--- src/pkg/tcb_pkg.sv ---
package tcb_pkg;
  // build configurations
  localparam logic [1:0] CFG_CIRCULAR = 2'h0;
  localparam logic [1:0] CFG_FIFO     = 2'h1;
  localparam logic [1:0] CFG_BUS      = 2'h2;
  // capture modes
  localparam logic [1:0] MODE_CIRC    = 2'h0;
  localparam logic [1:0] MODE_SWFIFO  = 2'h1;
  localparam logic [1:0] MODE_HWFIFO  = 2'h2;
  // register indices, word addressed
  localparam logic [3:0] REG_CTRL     = 4'h0;
  localparam logic [3:0] REG_MODE     = 4'h1;
  localparam logic [3:0] REG_STATUS   = 4'h2;
  localparam logic [3:0] REG_RDATA    = 4'h3;
  localparam logic [3:0] REG_RDATA_HI = 4'h4;
  localparam logic [3:0] REG_FILL     = 4'h5;
  localparam logic [3:0] REG_BURST    = 4'h6;
  localparam logic [3:0] REG_IRQ_STAT = 4'h7;
  localparam logic [3:0] REG_IRQ_MASK = 4'h8;
  localparam logic [3:0] REG_DRAIN    = 4'h9;
  // ctrl fields
  localparam int CTRL_EN_BIT       = 0;
  localparam int CTRL_TRIGSTOP_BIT = 1;
  // status / event bits
  localparam int EV_FULL    = 0;
  localparam int EV_STOPPED = 1;
  localparam int EV_TRIG    = 2;
  localparam int EV_BADMODE = 3;
  localparam int EV_WIDTH   = 4;
  // reset values and write buffer depth limits
  localparam logic [1:0] MODE_RESET  = MODE_CIRC;
  localparam logic [3:0] BURST_RESET = 4'h3;
  localparam int WBUF_MAX = 32;
  localparam int WBUF_MIN = 4;
endpackage : tcb_pkg

--- src/hdl/tcb_store.sv ---
module tcb_store #(
  parameter int WIDTH = 64,
  parameter int DEPTH = 16
) (
  input  wire logic                     clock,
  input  wire logic                     we,
  input  wire logic [$clog2(DEPTH)-1:0] waddr,
  input  wire logic [WIDTH-1:0]         wdata,
  input  wire logic [$clog2(DEPTH)-1:0] raddr,
  output logic      [WIDTH-1:0]         rdata
);
  // flip-flop storage; read data registered
  logic [WIDTH-1:0] mem [DEPTH];

  always_ff @(posedge clock) begin
    if (we) begin
      mem[waddr] <= wdata;
    end
    rdata <= mem[raddr];
  end
endmodule : tcb_store

--- src/hdl/tcb_top.sv ---
// Overview of operation
// - storage configuration is a build parameter, fixed at run time.
// - circular configuration keeps trace in dedicated SRAM as circular buffer or software FIFO.
// - fifo configuration uses SRAM as circular buffer or FIFO per mode.
// - bus configuration sends trace as AXI master writes.
// - circular mode in all builds; overwrites oldest trace when full (bus build never overwrites; it withholds ATB ready on a full write buffer).
// - circular mode allows no readout until capture stops.
// - circular mode can stop capture automatically on trigger input.
// - hardware FIFO mode only in fifo build; passes trace downstream.
// - hardware FIFO never drops; withholds ATB ready while full.
// - software FIFO in all builds; reads over register port in order (bus build sends trace over AXI; register reads of trace answer zero).
// - fifo build can drain stopped circular buffer downstream.
// - bus build write buffer of flip-flops, depth at most 32.
// - bus build has software-programmable burst length.
// - ATB width is 32, 64 or 128, shared by all ATB ports.
// - memory word twice ATB width; AXI width equals ATB width.
//
// Decided for this implementation: the register offsets and the plain strobed port.
module tcb_top
  import tcb_pkg::*;
#(
  parameter logic [1:0] CONFIG    = tcb_pkg::CFG_FIFO,
  parameter int         ATB_W     = 32,
  parameter int         MEM_AW    = 7,
  parameter int         WBUF_DEPTH = 16
) (
  input  wire logic                  clock,
  input  wire logic                  reset,
  input  wire logic [3:0]            reg_addr,
  input  wire logic [31:0]           reg_wdata,
  input  wire logic                  reg_write,
  input  wire logic                  reg_read,
  output logic      [31:0]           reg_rdata,
  input  wire logic                  trigger_in,
  input  wire logic                  atb_valid,
  input  wire logic [ATB_W-1:0]      atb_data,
  output logic                       atb_ready,
  output logic                       out_valid,
  output logic      [ATB_W-1:0]      out_data,
  input  wire logic                  out_ready,
  output logic                       mem_cen_n,
  output logic                       mem_wen_n,
  output logic      [MEM_AW-1:0]     mem_addr,
  output logic      [2*ATB_W-1:0]    mem_wdata,
  input  wire logic [2*ATB_W-1:0]    mem_rdata,
  output logic                       axi_awvalid,
  output logic      [31:0]           axi_awaddr,
  output logic      [3:0]            axi_awlen,
  input  wire logic                  axi_awready,
  output logic                       axi_wvalid,
  output logic      [ATB_W-1:0]      axi_wdata,
  output logic                       axi_wlast,
  input  wire logic                  axi_wready,
  input  wire logic                  axi_bvalid,
  output logic                       axi_bready,
  output logic                       irq
);
  import tcb_pkg::*;

  localparam int MW  = 2 * ATB_W;
  localparam int WAW = $clog2(WBUF_DEPTH);
  localparam int DEPTH_W = MEM_AW + 1;

  initial begin
    if (!(ATB_W == 32 || ATB_W == 64 || ATB_W == 128)) begin
      $error("atb width must be 32, 64 or 128");
    end
    if (WBUF_DEPTH < WBUF_MIN || WBUF_DEPTH > WBUF_MAX ||
        (WBUF_DEPTH & (WBUF_DEPTH - 1)) != 0) begin
      $error("write buffer depth must be a power of two from 4 to 32");
    end
    if (CONFIG > CFG_BUS) begin
      $error("unknown storage configuration");
    end
  end

  function automatic logic mode_ok(input logic [1:0] m);
    mode_ok = (m == MODE_CIRC) || (m == MODE_SWFIFO) ||
              (m == MODE_HWFIFO && CONFIG == CFG_FIFO);
  endfunction : mode_ok

  typedef enum logic [3:0] {
    ST_IDLE = 4'h1, ST_RUN = 4'h2, ST_STOP = 4'h4, ST_DRAIN = 4'h8
  } tcb_state_t;

  // control registers
  logic                enable, trig_stop, drain_req;
  logic [1:0]          mode;
  logic [3:0]          burst;
  logic [EV_WIDTH-1:0] irq_stat, irq_mask;
  logic                next_enable, next_trig_stop, next_drain_req;
  logic [1:0]          next_mode;
  logic [3:0]          next_burst;
  logic [EV_WIDTH-1:0] next_irq_stat, next_irq_mask, events;
  tcb_state_t          state, next_state;

  wire wr = reg_write;
  always_comb begin
    next_enable    = enable;
    next_trig_stop = trig_stop;
    next_mode      = mode;
    next_burst     = burst;
    next_irq_mask  = irq_mask;
    next_drain_req = 1'b0;
    if (wr && reg_addr == REG_CTRL) begin
      next_enable    = reg_wdata[CTRL_EN_BIT];
      next_trig_stop = reg_wdata[CTRL_TRIGSTOP_BIT];
    end
    if (state == ST_RUN && trig_stop && trigger_in && mode == MODE_CIRC) begin
      next_enable = 1'b0;
    end
    if (wr && reg_addr == REG_MODE && !enable && mode_ok(reg_wdata[1:0])) begin
      next_mode = reg_wdata[1:0];
    end
    if (wr && reg_addr == REG_BURST) begin
      next_burst = reg_wdata[3:0];
    end
    if (wr && reg_addr == REG_IRQ_MASK) begin
      next_irq_mask = reg_wdata[EV_WIDTH-1:0];
    end
    if (wr && reg_addr == REG_DRAIN && CONFIG == CFG_FIFO) begin
      next_drain_req = reg_wdata[0];
    end
    next_irq_stat = irq_stat;
    if (wr && reg_addr == REG_IRQ_STAT) begin
      next_irq_stat = irq_stat & ~reg_wdata[EV_WIDTH-1:0];
    end
    next_irq_stat = next_irq_stat | events;                            // set wins over clear
  end

  always_ff @(posedge clock or posedge reset) begin
    if (reset) begin
      enable    <= 1'b0;
      trig_stop <= 1'b0;
      mode      <= MODE_RESET;
      burst     <= BURST_RESET;
      irq_mask  <= '0;
      irq_stat  <= '0;
      drain_req <= 1'b0;
    end else begin
      enable    <= next_enable;
      trig_stop <= next_trig_stop;
      mode      <= next_mode;
      burst     <= next_burst;
      irq_mask  <= next_irq_mask;
      irq_stat  <= next_irq_stat;
      drain_req <= next_drain_req;
    end
  end

  // storage pointers
  // memory words hold two ATB beats; a half word is buffered until paired
  logic [MEM_AW-1:0]  wptr, rptr, next_wptr, next_rptr;
  logic [DEPTH_W-1:0] fill, next_fill;
  logic [ATB_W-1:0]   half, next_half;
  logic               half_v, next_half_v, wrapped, next_wrapped;
  logic               rd_pend, next_rd_pend, rd_hi, next_rd_hi;
  logic               rd_due, next_rd_due;
  logic [MW-1:0]      rword, next_rword;
  logic               rword_v, next_rword_v;
  logic               next_atb_ready, next_out_valid;
  logic [ATB_W-1:0]   next_out_data;
  logic               next_cen_n, next_wen_n;
  logic [MEM_AW-1:0]  next_maddr;
  logic [MW-1:0]      next_mwdata;
  logic               wbuf_ready;

  wire full      = fill[MEM_AW];
  wire sram_cfg  = (CONFIG != CFG_BUS);
  wire take      = atb_valid && atb_ready;
  wire capturing = (state == ST_RUN);
  // stored trace is visible only outside capture in circular mode
  wire read_ok   = (mode != MODE_CIRC) || (state == ST_STOP);
  // a read before the word is fetched answers zero and pops nothing
  wire rd_sw     = reg_read && reg_addr == REG_RDATA && read_ok && rword_v;
  wire down_pull = (state == ST_DRAIN || (capturing && mode == MODE_HWFIFO));

  always_comb begin
    next_state = state;
    case (state)
      ST_IDLE:  if (enable) next_state = ST_RUN;
      ST_RUN:   if (!enable) next_state = ST_STOP;
      ST_STOP:  if (enable) next_state = ST_RUN;
                else if (drain_req && mode == MODE_CIRC) next_state = ST_DRAIN;
      ST_DRAIN: if (fill == '0 && !rword_v && !rd_pend && !rd_due) next_state = ST_STOP;
      default:  next_state = ST_IDLE;
    endcase
  end

  always_comb begin
    next_wptr    = wptr;
    next_rptr    = rptr;
    next_fill    = fill;
    next_half    = half;
    next_half_v  = half_v;
    next_wrapped = wrapped;
    next_rd_pend = 1'b0;
    next_rd_due  = rd_pend;
    next_rd_hi   = rd_hi;
    next_rword   = rword;
    next_rword_v = rword_v;
    next_cen_n   = 1'b1;
    next_wen_n   = 1'b1;
    next_maddr   = mem_addr;
    next_mwdata  = mem_wdata;
    next_out_valid = out_valid && !out_ready;
    next_out_data  = out_data;
    if (state == ST_IDLE && enable) begin
      next_wptr = '0; next_rptr = '0; next_fill = '0;
      next_half_v = 1'b0; next_wrapped = 1'b0; next_rword_v = 1'b0; next_rd_hi = 1'b0;
    end
    // memory answers in the cycle after the one that shows the address
    if (rd_due) begin
      next_rword   = mem_rdata;
      next_rword_v = 1'b1;
    end
    if (sram_cfg && take && capturing) begin
      if (!half_v) begin
        next_half = atb_data; next_half_v = 1'b1;
      end else begin
        next_half_v = 1'b0;
        next_cen_n  = 1'b0;
        next_wen_n  = 1'b0;
        next_maddr  = wptr;
        next_mwdata = {atb_data, half};
        next_wptr   = wptr + 1'b1;
        if (full) begin
          next_rptr    = rptr + 1'b1;
          next_wrapped = 1'b1;
        end else begin
          next_fill = fill + 1'b1;
        end
      end
    end else if (sram_cfg && !rd_pend && !rd_due && !rword_v && fill != '0 &&
                 (state == ST_STOP || down_pull || mode == MODE_SWFIFO)) begin
      // one read per free write slot keeps the port single ported
      next_cen_n   = 1'b0;
      next_maddr   = rptr;
      next_rptr    = rptr + 1'b1;
      next_fill    = fill - 1'b1;
      next_rd_pend = 1'b1;
    end
    if (rword_v && down_pull && (!out_valid || out_ready)) begin
      next_out_valid = 1'b1;
      next_out_data  = rd_hi ? rword[MW-1:ATB_W] : rword[ATB_W-1:0];
      next_rd_hi     = !rd_hi;
      next_rword_v   = !rd_hi ? 1'b1 : 1'b0;
    end else if (rword_v && rd_sw) begin
      next_rd_hi   = !rd_hi;
      next_rword_v = !rd_hi;
    end
    // hardware FIFO back-pressure; circular mode always accepts in SRAM builds, bus build waits on wbuf_ready
    next_atb_ready = next_state == ST_RUN &&
                     (sram_cfg ? !(mode == MODE_HWFIFO && next_fill[MEM_AW])
                               : wbuf_ready);
  end

  always_ff @(posedge clock or posedge reset) begin
    if (reset) begin
      state <= ST_IDLE;
      wptr <= '0; rptr <= '0; fill <= '0; half <= '0; half_v <= 1'b0;
      wrapped <= 1'b0; rd_pend <= 1'b0; rd_hi <= 1'b0; rword <= '0; rword_v <= 1'b0;
      rd_due <= 1'b0;
      atb_ready <= 1'b0; out_valid <= 1'b0; out_data <= '0;
      mem_cen_n <= 1'b1; mem_wen_n <= 1'b1; mem_addr <= '0; mem_wdata <= '0;
    end else begin
      state <= next_state;
      wptr <= next_wptr; rptr <= next_rptr; fill <= next_fill;
      half <= next_half; half_v <= next_half_v; wrapped <= next_wrapped;
      rd_pend <= next_rd_pend; rd_hi <= next_rd_hi;
      rd_due <= next_rd_due;
      rword <= next_rword; rword_v <= next_rword_v;
      atb_ready <= next_atb_ready; out_valid <= next_out_valid; out_data <= next_out_data;
      mem_cen_n <= next_cen_n; mem_wen_n <= next_wen_n;
      mem_addr <= next_maddr; mem_wdata <= next_mwdata;
    end
  end

  // AXI write buffer (bus configuration)
  logic [WAW:0]     wb_wp, wb_rp, next_wb_wp, next_wb_rp;
  logic [ATB_W-1:0] wb_q;
  logic [31:0]      next_awaddr;
  logic [3:0]       beat, next_beat, next_awlen;
  logic             next_awvalid, next_wvalid, next_wlast, next_bready, in_burst, next_in_burst;
  wire  [WAW:0]     wb_cnt = wb_wp - wb_rp;
  wire              wb_push = (CONFIG == CFG_BUS) && take && capturing;
  wire  [4:0]       blen = (burst >= 4'(WBUF_DEPTH > 16 ? 15 : WBUF_DEPTH - 1))
                           ? 5'(WBUF_DEPTH > 16 ? 15 : WBUF_DEPTH - 1) : {1'b0, burst};
  wire              wb_adv = axi_wvalid && axi_wready;

  assign wbuf_ready = (wb_cnt < (WAW + 1)'(WBUF_DEPTH - 1));

  tcb_store #(.WIDTH(ATB_W), .DEPTH(WBUF_DEPTH)) u_wbuf (
    .clock (clock),
    .we    (wb_push),
    .waddr (wb_wp[WAW-1:0]),
    .wdata (atb_data),
    .raddr (next_wb_rp[WAW-1:0]),
    .rdata (wb_q)
  );

  always_comb begin
    next_wb_wp    = wb_wp + (wb_push ? 1'b1 : 1'b0);
    next_wb_rp    = wb_rp;
    next_awvalid  = axi_awvalid && !axi_awready;
    next_awaddr   = axi_awaddr;
    next_awlen    = axi_awlen;
    next_wvalid   = axi_wvalid;
    next_wlast    = axi_wlast;
    next_beat     = beat;
    next_in_burst = in_burst;
    next_bready   = 1'b1;
    if (!in_burst && wb_cnt > (WAW + 1)'(blen)) begin
      next_in_burst = 1'b1;
      next_awvalid  = 1'b1;
      next_awlen    = blen[3:0];
      next_beat     = '0;
      next_wvalid   = 1'b1;
      next_wlast    = (blen == 5'h0);
    end
    if (wb_adv) begin
      next_wb_rp = wb_rp + 1'b1;
      next_beat  = beat + 1'b1;
      if (axi_wlast) begin
        next_wvalid   = 1'b0;
        next_in_burst = 1'b0;
        next_awaddr   = axi_awaddr + 32'((ATB_W / 8) * (32'(axi_awlen) + 1));
      end else begin
        next_wlast = (beat + 1'b1 == axi_awlen);
      end
    end
  end

  always_ff @(posedge clock or posedge reset) begin
    if (reset) begin
      wb_wp <= '0; wb_rp <= '0; beat <= '0; in_burst <= 1'b0;
      axi_awvalid <= 1'b0; axi_awaddr <= '0; axi_awlen <= '0;
      axi_wvalid <= 1'b0; axi_wlast <= 1'b0; axi_bready <= 1'b0;
    end else begin
      wb_wp <= next_wb_wp; wb_rp <= next_wb_rp; beat <= next_beat; in_burst <= next_in_burst;
      axi_awvalid <= next_awvalid; axi_awaddr <= next_awaddr; axi_awlen <= next_awlen;
      axi_wvalid <= next_wvalid; axi_wlast <= next_wlast; axi_bready <= next_bready;
    end
  end
  assign axi_wdata = wb_q;

  // events, interrupt, readback
  logic [31:0] next_rdata;
  logic        next_irq;
  always_comb begin
    events = '0;
    events[EV_FULL]    = sram_cfg && full && capturing;
    events[EV_STOPPED] = (state == ST_RUN) && (next_state == ST_STOP);
    events[EV_TRIG]    = trigger_in && capturing;
    events[EV_BADMODE] = wr && reg_addr == REG_MODE && (enable || !mode_ok(reg_wdata[1:0]));
    next_irq   = |(next_irq_stat & next_irq_mask);
    next_rdata = '0;
    if (reg_read) begin
      case (reg_addr)
        REG_CTRL:     next_rdata = {30'h0, trig_stop, enable};
        REG_MODE:     next_rdata = {30'h0, mode};
        REG_STATUS:   next_rdata = {26'h0, CONFIG, wrapped, full, state == ST_STOP,
                                    state == ST_IDLE};
        REG_RDATA:    next_rdata = rd_sw ? 32'(rd_hi ? rword[MW-1:ATB_W] : rword[ATB_W-1:0])
                                         : 32'h0;
        REG_RDATA_HI: next_rdata = 32'(fill);
        REG_FILL:     next_rdata = 32'(fill);
        REG_BURST:    next_rdata = {28'h0, burst};
        REG_IRQ_STAT: next_rdata = 32'(irq_stat);
        REG_IRQ_MASK: next_rdata = 32'(irq_mask);
        default:      next_rdata = 32'h0;
      endcase
    end
  end

  always_ff @(posedge clock or posedge reset) begin
    if (reset) begin
      reg_rdata <= '0;
      irq       <= 1'b0;
    end else begin
      reg_rdata <= next_rdata;
      irq       <= next_irq;
    end
  end
endmodule : tcb_top

--- config.mk ---
export PLATFORM = sky130hd
export DESIGN_NAME = tcb_top
export DESIGN_NICKNAME = d
export VERILOG_FILES = /design/src/pkg/tcb_pkg.sv /design/src/hdl/tcb_store.sv /design/src/hdl/tcb_top.sv
export SDC_FILE = /design/constraint.sdc
export NUM_CORES = 1
export LEC_CHECK = 0
export ABC_AREA = 0
export BUFFER_PORTS_ARGS = -buffer_cell sky130_fd_sc_hd__buf_2
export CAP_MARGIN = 15
export CORE_UTILIZATION = 25
export DETAILED_ROUTE_END_ITERATION = 10
export MAX_ROUTING_LAYER = met4
export SYNTH_ARGS = -nofsm -noshare
export SYNTH_HDL_FRONTEND = slang
export SYNTH_SLANG_ARGS = --single-unit
--- constraint.sdc ---
create_clock -name clock -period 21.8 [get_ports clock]
set_input_delay 2.18 -clock clock [delete_from_list [all_inputs] [get_ports clock]]
set_output_delay 2.18 -clock clock [all_outputs]
set_load 0.02 [all_outputs]
======== Yosys cells after proc, flatten, opt, wreduce, memory -nomap -nowiden ========
Cells that the tools add are included.
Widths: inputs -> output; s select.
cells by class
  reduce and logical (&&, ||, !) cells .... 77
  equal/unequal tests ..................... 21
  order comparisons ....................... 2
  bitwise logic cells ..................... 5
  mux-type cells .......................... 64
  add/subtract/negate cells ............... 9
operators by type and width
  kind                 count
  $pmux 32 s8          1
  $mux 32              3
  $mux 7               11
  $mux 4               11
  $mux 8               5
  $logic_and 1x1->1    39
  $add 32x7->32        1
  $mux 1               32
  $eq 4x3->1 const B   6
  $eq 4x2->1 const B   4
  $pmux 4 s4           1
  $add 7x1->7 const B  2
  $eq 4x4->1 const B   3
  $logic_not 1->1      11
  $reduce_bool 2->1    5
  $add 8x1->8 const B  1
  $and 4x4->4          2
  $eq 4x1->1 const B   2
  $logic_not 8->1      1
  $logic_or 1x1->1     8
  $reduce_and 2->1     4
  $reduce_bool 8->1    1
  $sub 8x1->8 const B  1
  $add 4x1->5 const B  1
  19 further kinds     22
storage, ports and cells
  register bits after elaboration ......... 367

======== Logic depth before layout (Yosys ltp) ========
  depth after elaboration ................. 11
  gate-level depth with buffers ........... 11
  gate-level depth less buffers ........... 10

======== By module ========
A second synthesis with hierarchy kept.
unflattened totals
  cells, all modules ...................... 2103
  area total of the unflattened synthesis .. 33911.3 µm²
by module, submodules not included
  module     cells each  sequential area each (µm²)  area each (µm²)  times used
  tcb_store  838         16015.4                     19835.3          1
  tcb_top    1265        8339.2                      14076.0          1

======== Worst setup path after synthesis ========
No wires, ideal clock.
  path type ............................... in2reg
  from .................................... in atb_valid
  to ...................................... reg atb_ready
  slack ................................... 17.963 ns
  setup time .............................. 0.124 ns
  data arrival time ....................... 3.713 ns
  required time ........................... 21.676 ns
  stages on the path ...................... 6
  path through ............................ and2_1 > and2_1 > or4b_4 > or4_1 > o211ai_2 > a21boi_1
between the ends
  cells in the longest elaborated chain, start to end .. 6
ends and longest elaborated chain
  element               RTL line        text
  from (decl)           tcb_top.sv:35   input wire logic atb_valid,
  $logic_and 1x1->1     tcb_top.sv:170  wire take = atb_valid && atb_ready;
  $logic_and 1x1->1     tcb_top.sv:217  if (sram_cfg && take && capturing) begin
  $mux 8                tcb_top.sv:217
  via next_fill[7]      tcb_top.sv:154  logic [DEPTH_W-1:0] fill, next_fill;
  $logic_and 1x1->1     tcb_top.sv:254  (sram_cfg ? !(mode == MODE_HWFIFO && next_fill[MEM_AW])
  $logic_not 1->1       tcb_top.sv:254
  $logic_and 1x1->1     tcb_top.sv:253  next_atb_ready = next_state == ST_RUN &&
  via next_atb_ready    tcb_top.sv:161  logic next_atb_ready, next_out_valid;
  to (signal assigned)  tcb_top.sv:273  atb_ready <= next_atb_ready; out_valid <= next_out_valid; out_data <= next_out_data;
  to (decl)             tcb_top.sv:37   output logic atb_ready,
The timed path passes the listed nets, and every way through them passes these cells.
A chain may end at the register's enable or synchronous reset.

==> flow_metrics.tcl <==
set metrics [dict create \
    status "finished, final reports clean" \
    max-vdd-ir-drop_mv 0.0753 \
    p_clk_share_pct 27.0 \
    fmax_mhz 246 \
    synth_area_leaders "dfrtp_1 57%, mux2_2 8.4%, nand2_1 7.6%, mux2i_1 3.1%, o21ai_0 2.1%" \
    firstDrtPassIters 4 \
    die_area_um2 58600 \
    avgRoutedWirePerCell_um 15.3 \
    synth_edf_count 0 \
    overflow 0 \
    fp.dieH_um 242 \
    grt_use_total_pct 12.8 \
    cp_max_fo 126 \
    rr_worst_depth 4 \
    yosysSeqAreaShare_pct 57.9 \
    end_kind "async pin" \
    crit_start "reset" \
    gp_congestion 0.776 \
    cts_setup_buffers 0 \
    antenna_found_initial 4 \
    start_kind "input port" \
    worstSetupPathType "input port to async pin" \
    setup_violations 0 \
    p_leak_uw 0.00868 \
    cts_tree "built" \
    synth_top_area_cell "dfrtp_1" \
    synth_warnings 0 \
    drv_slew 0 \
    syn_area_per_cell_um2 10.9 \
    switchingPower_uw 877 \
    cts_sinks 333 \
    placed_area_um2 16500 \
    holdBufCountCts 0 \
    numPortBuffers 290 \
    r2r_start "state[3]$_DFF_PP0_" \
    hold_end "rd_due$_DFF_PP0_" \
    wl_um 36400 \
    grt_pass1_vias 10504 \
    grt_pass1_wl_um 58900 \
    drc 0 \
    postRouteAntennaNets 0 \
    hold_depth 0 \
    ys_seq_elements 333 \
    arrival_ps 4620 \
    slowest_delay_ps 780 \
    crit_top_cell "buf_4" \
    num_rows 87 \
    drive_gt1_share_pct 30.7 \
    cts.clk_slew.worst_paths_ps 60 \
    finalCriticalPeriod_ps 4060 \
    netlist_area_um2 14400 \
    final_area_um2 17800 \
    dpl.hpwl_um 25000 \
    synthFlopType "dfrtp_1" \
    num-fill-cells 5833 \
    p_per_area_nw_per_um2 137 \
    numCtsBuffers 39 \
    final_cell_mix "326 x dfrtp_1, 291 x nand2_1, 290 x buf_2" \
    core_area_um2 56600 \
    num_vias 10392 \
    rsz0062_at_grt "false" \
    io-pin-count 354 \
    post_cts_resized 0 \
    p_seq_share_pct 40.9 \
    final.setup.tns_ps 0 \
    swShare_pct 35.9 \
    path_cells "buf_2 > inv_8 > buf_4 > buf_4" \
    synthArstFlopShare_pct 100 \
    finClkSkew_ps 17.6 \
    cp.required_ps 22360 \
    r2r_end "half[5]$_DFFE_PP0P_" \
    cts_buffer_depth 3 \
    hp-class "flip-flop to flip-flop" \
    pwr-share-comb_pct 32.1 \
    drtIter0Drc 478 \
    multi_input_area_um2 5560 \
    area_delta_synth_final_pct 23.5 \
    ff_latch_area_um2 8340 \
    cts_max_level 2 \
    die_x_um 242 \
    slew_headroom_pct 30.3 \
    synthCells 1317 \
    total_power_uw 2450 \
    start_util_pct 25.4 \
    cts_root_buf "clkbuf_16" \
    final_nets 1752 \
    clk_latency_ps 540 \
    hold_violations 0 \
    drv_cap 0 \
    worst_path_max_delay_cell "buf_4" \
    worst_pin_slew_ps 1040 \
    drt-vias-per-instance 4.37 \
    synth_top_area_share_pct 57.0 \
    finalCritPeriodShare_pct 18.6 \
    grt_max_degree 127 \
    rrSetupSlack_ps 18440 \
    yosysUniqueCellTypes 67 \
    min-delay-start "next_rd_due$_DFF_PP0_" \
    internal_power_uw 1570 \
    final_common_cell "dfrtp_1" \
]
-- registers in the layout, summed over array words and instances (netlist names), 5 cells and up --
name / count
axi_awaddr: 30
wb_rp: 5
rptr: 7
out_data: 32
mem_addr: 7
wptr: 7
reg_rdata: 32
rword: 64
half: 32
fill: 8
mem_wdata: 64
-- worst max-delay path by stage --
| stage | end | slack (ps) | cells after the start |
|---|---|---|---|
| after floorplan | atb_ready$_DFF_PP0_ | 10400 | 1 |
| after global placement | half[19]$_DFFE_PP0P_ | 17110 | 4 |
| after detailed placement | half[19]$_DFFE_PP0P_ | 17030 | 4 |
| after CTS | mem_wdata[32]$_DFFE_PP0P_ | 17620 | 4 |
| after global routing | half[6]$_DFFE_PP0P_ | 17280 | 4 |
| final | half[9]$_DFFE_PP0P_ | 17740 | 4 |
-- stage by stage --
step                setup WS, ps  cells  hold slack, ps  util, %
floorplan                  10400   1350             355        -
global placement           17110   2305             364     29.1
detailed placement         17030   2305             376     29.1
CTS                        17620   2374             391     31.4
global route               17280   2379             395     31.4
finish                     17740   2379             390     31.4
-- routing by layer --
| layer | track usage, % | routed length [um] | vias to the layer above |
|---|---|---|---|
| met4 | 4.30 | 990 | 0 |
| met5 | - | 0 | - |
| met3 | 3.53 | 2570 | 68 |
| met2 | 19.5 | 16500 | 295 |
| li1 | - | - | 4941 |
| met1 | 16.3 | 16300 | 5088 |
-- cells in the mapped netlist (11+ instances only) --
cell      instances
o21ai_0          60
nand2_1         291
nand3_1          25
a21oi_1          43
buf_4            39
xor2_1           22
nor2_1           77
and3_1           13
mux2_2          108
dfrtp_1         328
mux2i_1          44
ha_1             18
xnor2_1          27
nor3_1           16
clkbuf_1         38
inv_1            19
nand4_1          11
-- cells by family after synthesis --
family                     synth area share (%)
and+or+nand+nor                            14.7
DFF                                        57.9
AOI/OAI and AO/OA                          6.64
muxes                                      11.5
buffers and inverters                      4.48
xor gates and xnor gates                   2.98
adders and majority gates                  1.70
other                                    0.0521
-- worst max-delay path, delay by kind of cell --
family,cells,cell delay (ps)
buffers and inverters,4,2260
-- power groups by stage --
stage,clock (uW),combinational [uW],sequential (uW)
4_1_cts,683,797,1000
2_1_floorplan,0,475,1080
3_3_place_gp,0,772,998
3_5_place_dp,0,794,1010
6_report,661,785,1000
5_1_grt,706,870,1030
-- cell type report --
cell class                      instances  area share, %
Timing Repair Buffer                  300           8.69
Multi-Input combinational cell        897           31.3
Tap cell                              756           5.32
Clock inverter                         18           1.07
Sequential cell                       333           46.9
Inverter                               20          0.464
Antenna cell                            4         0.0563
Clock buffer                           51           6.25
No activity file was read; power rests on OpenSTA's default activity.
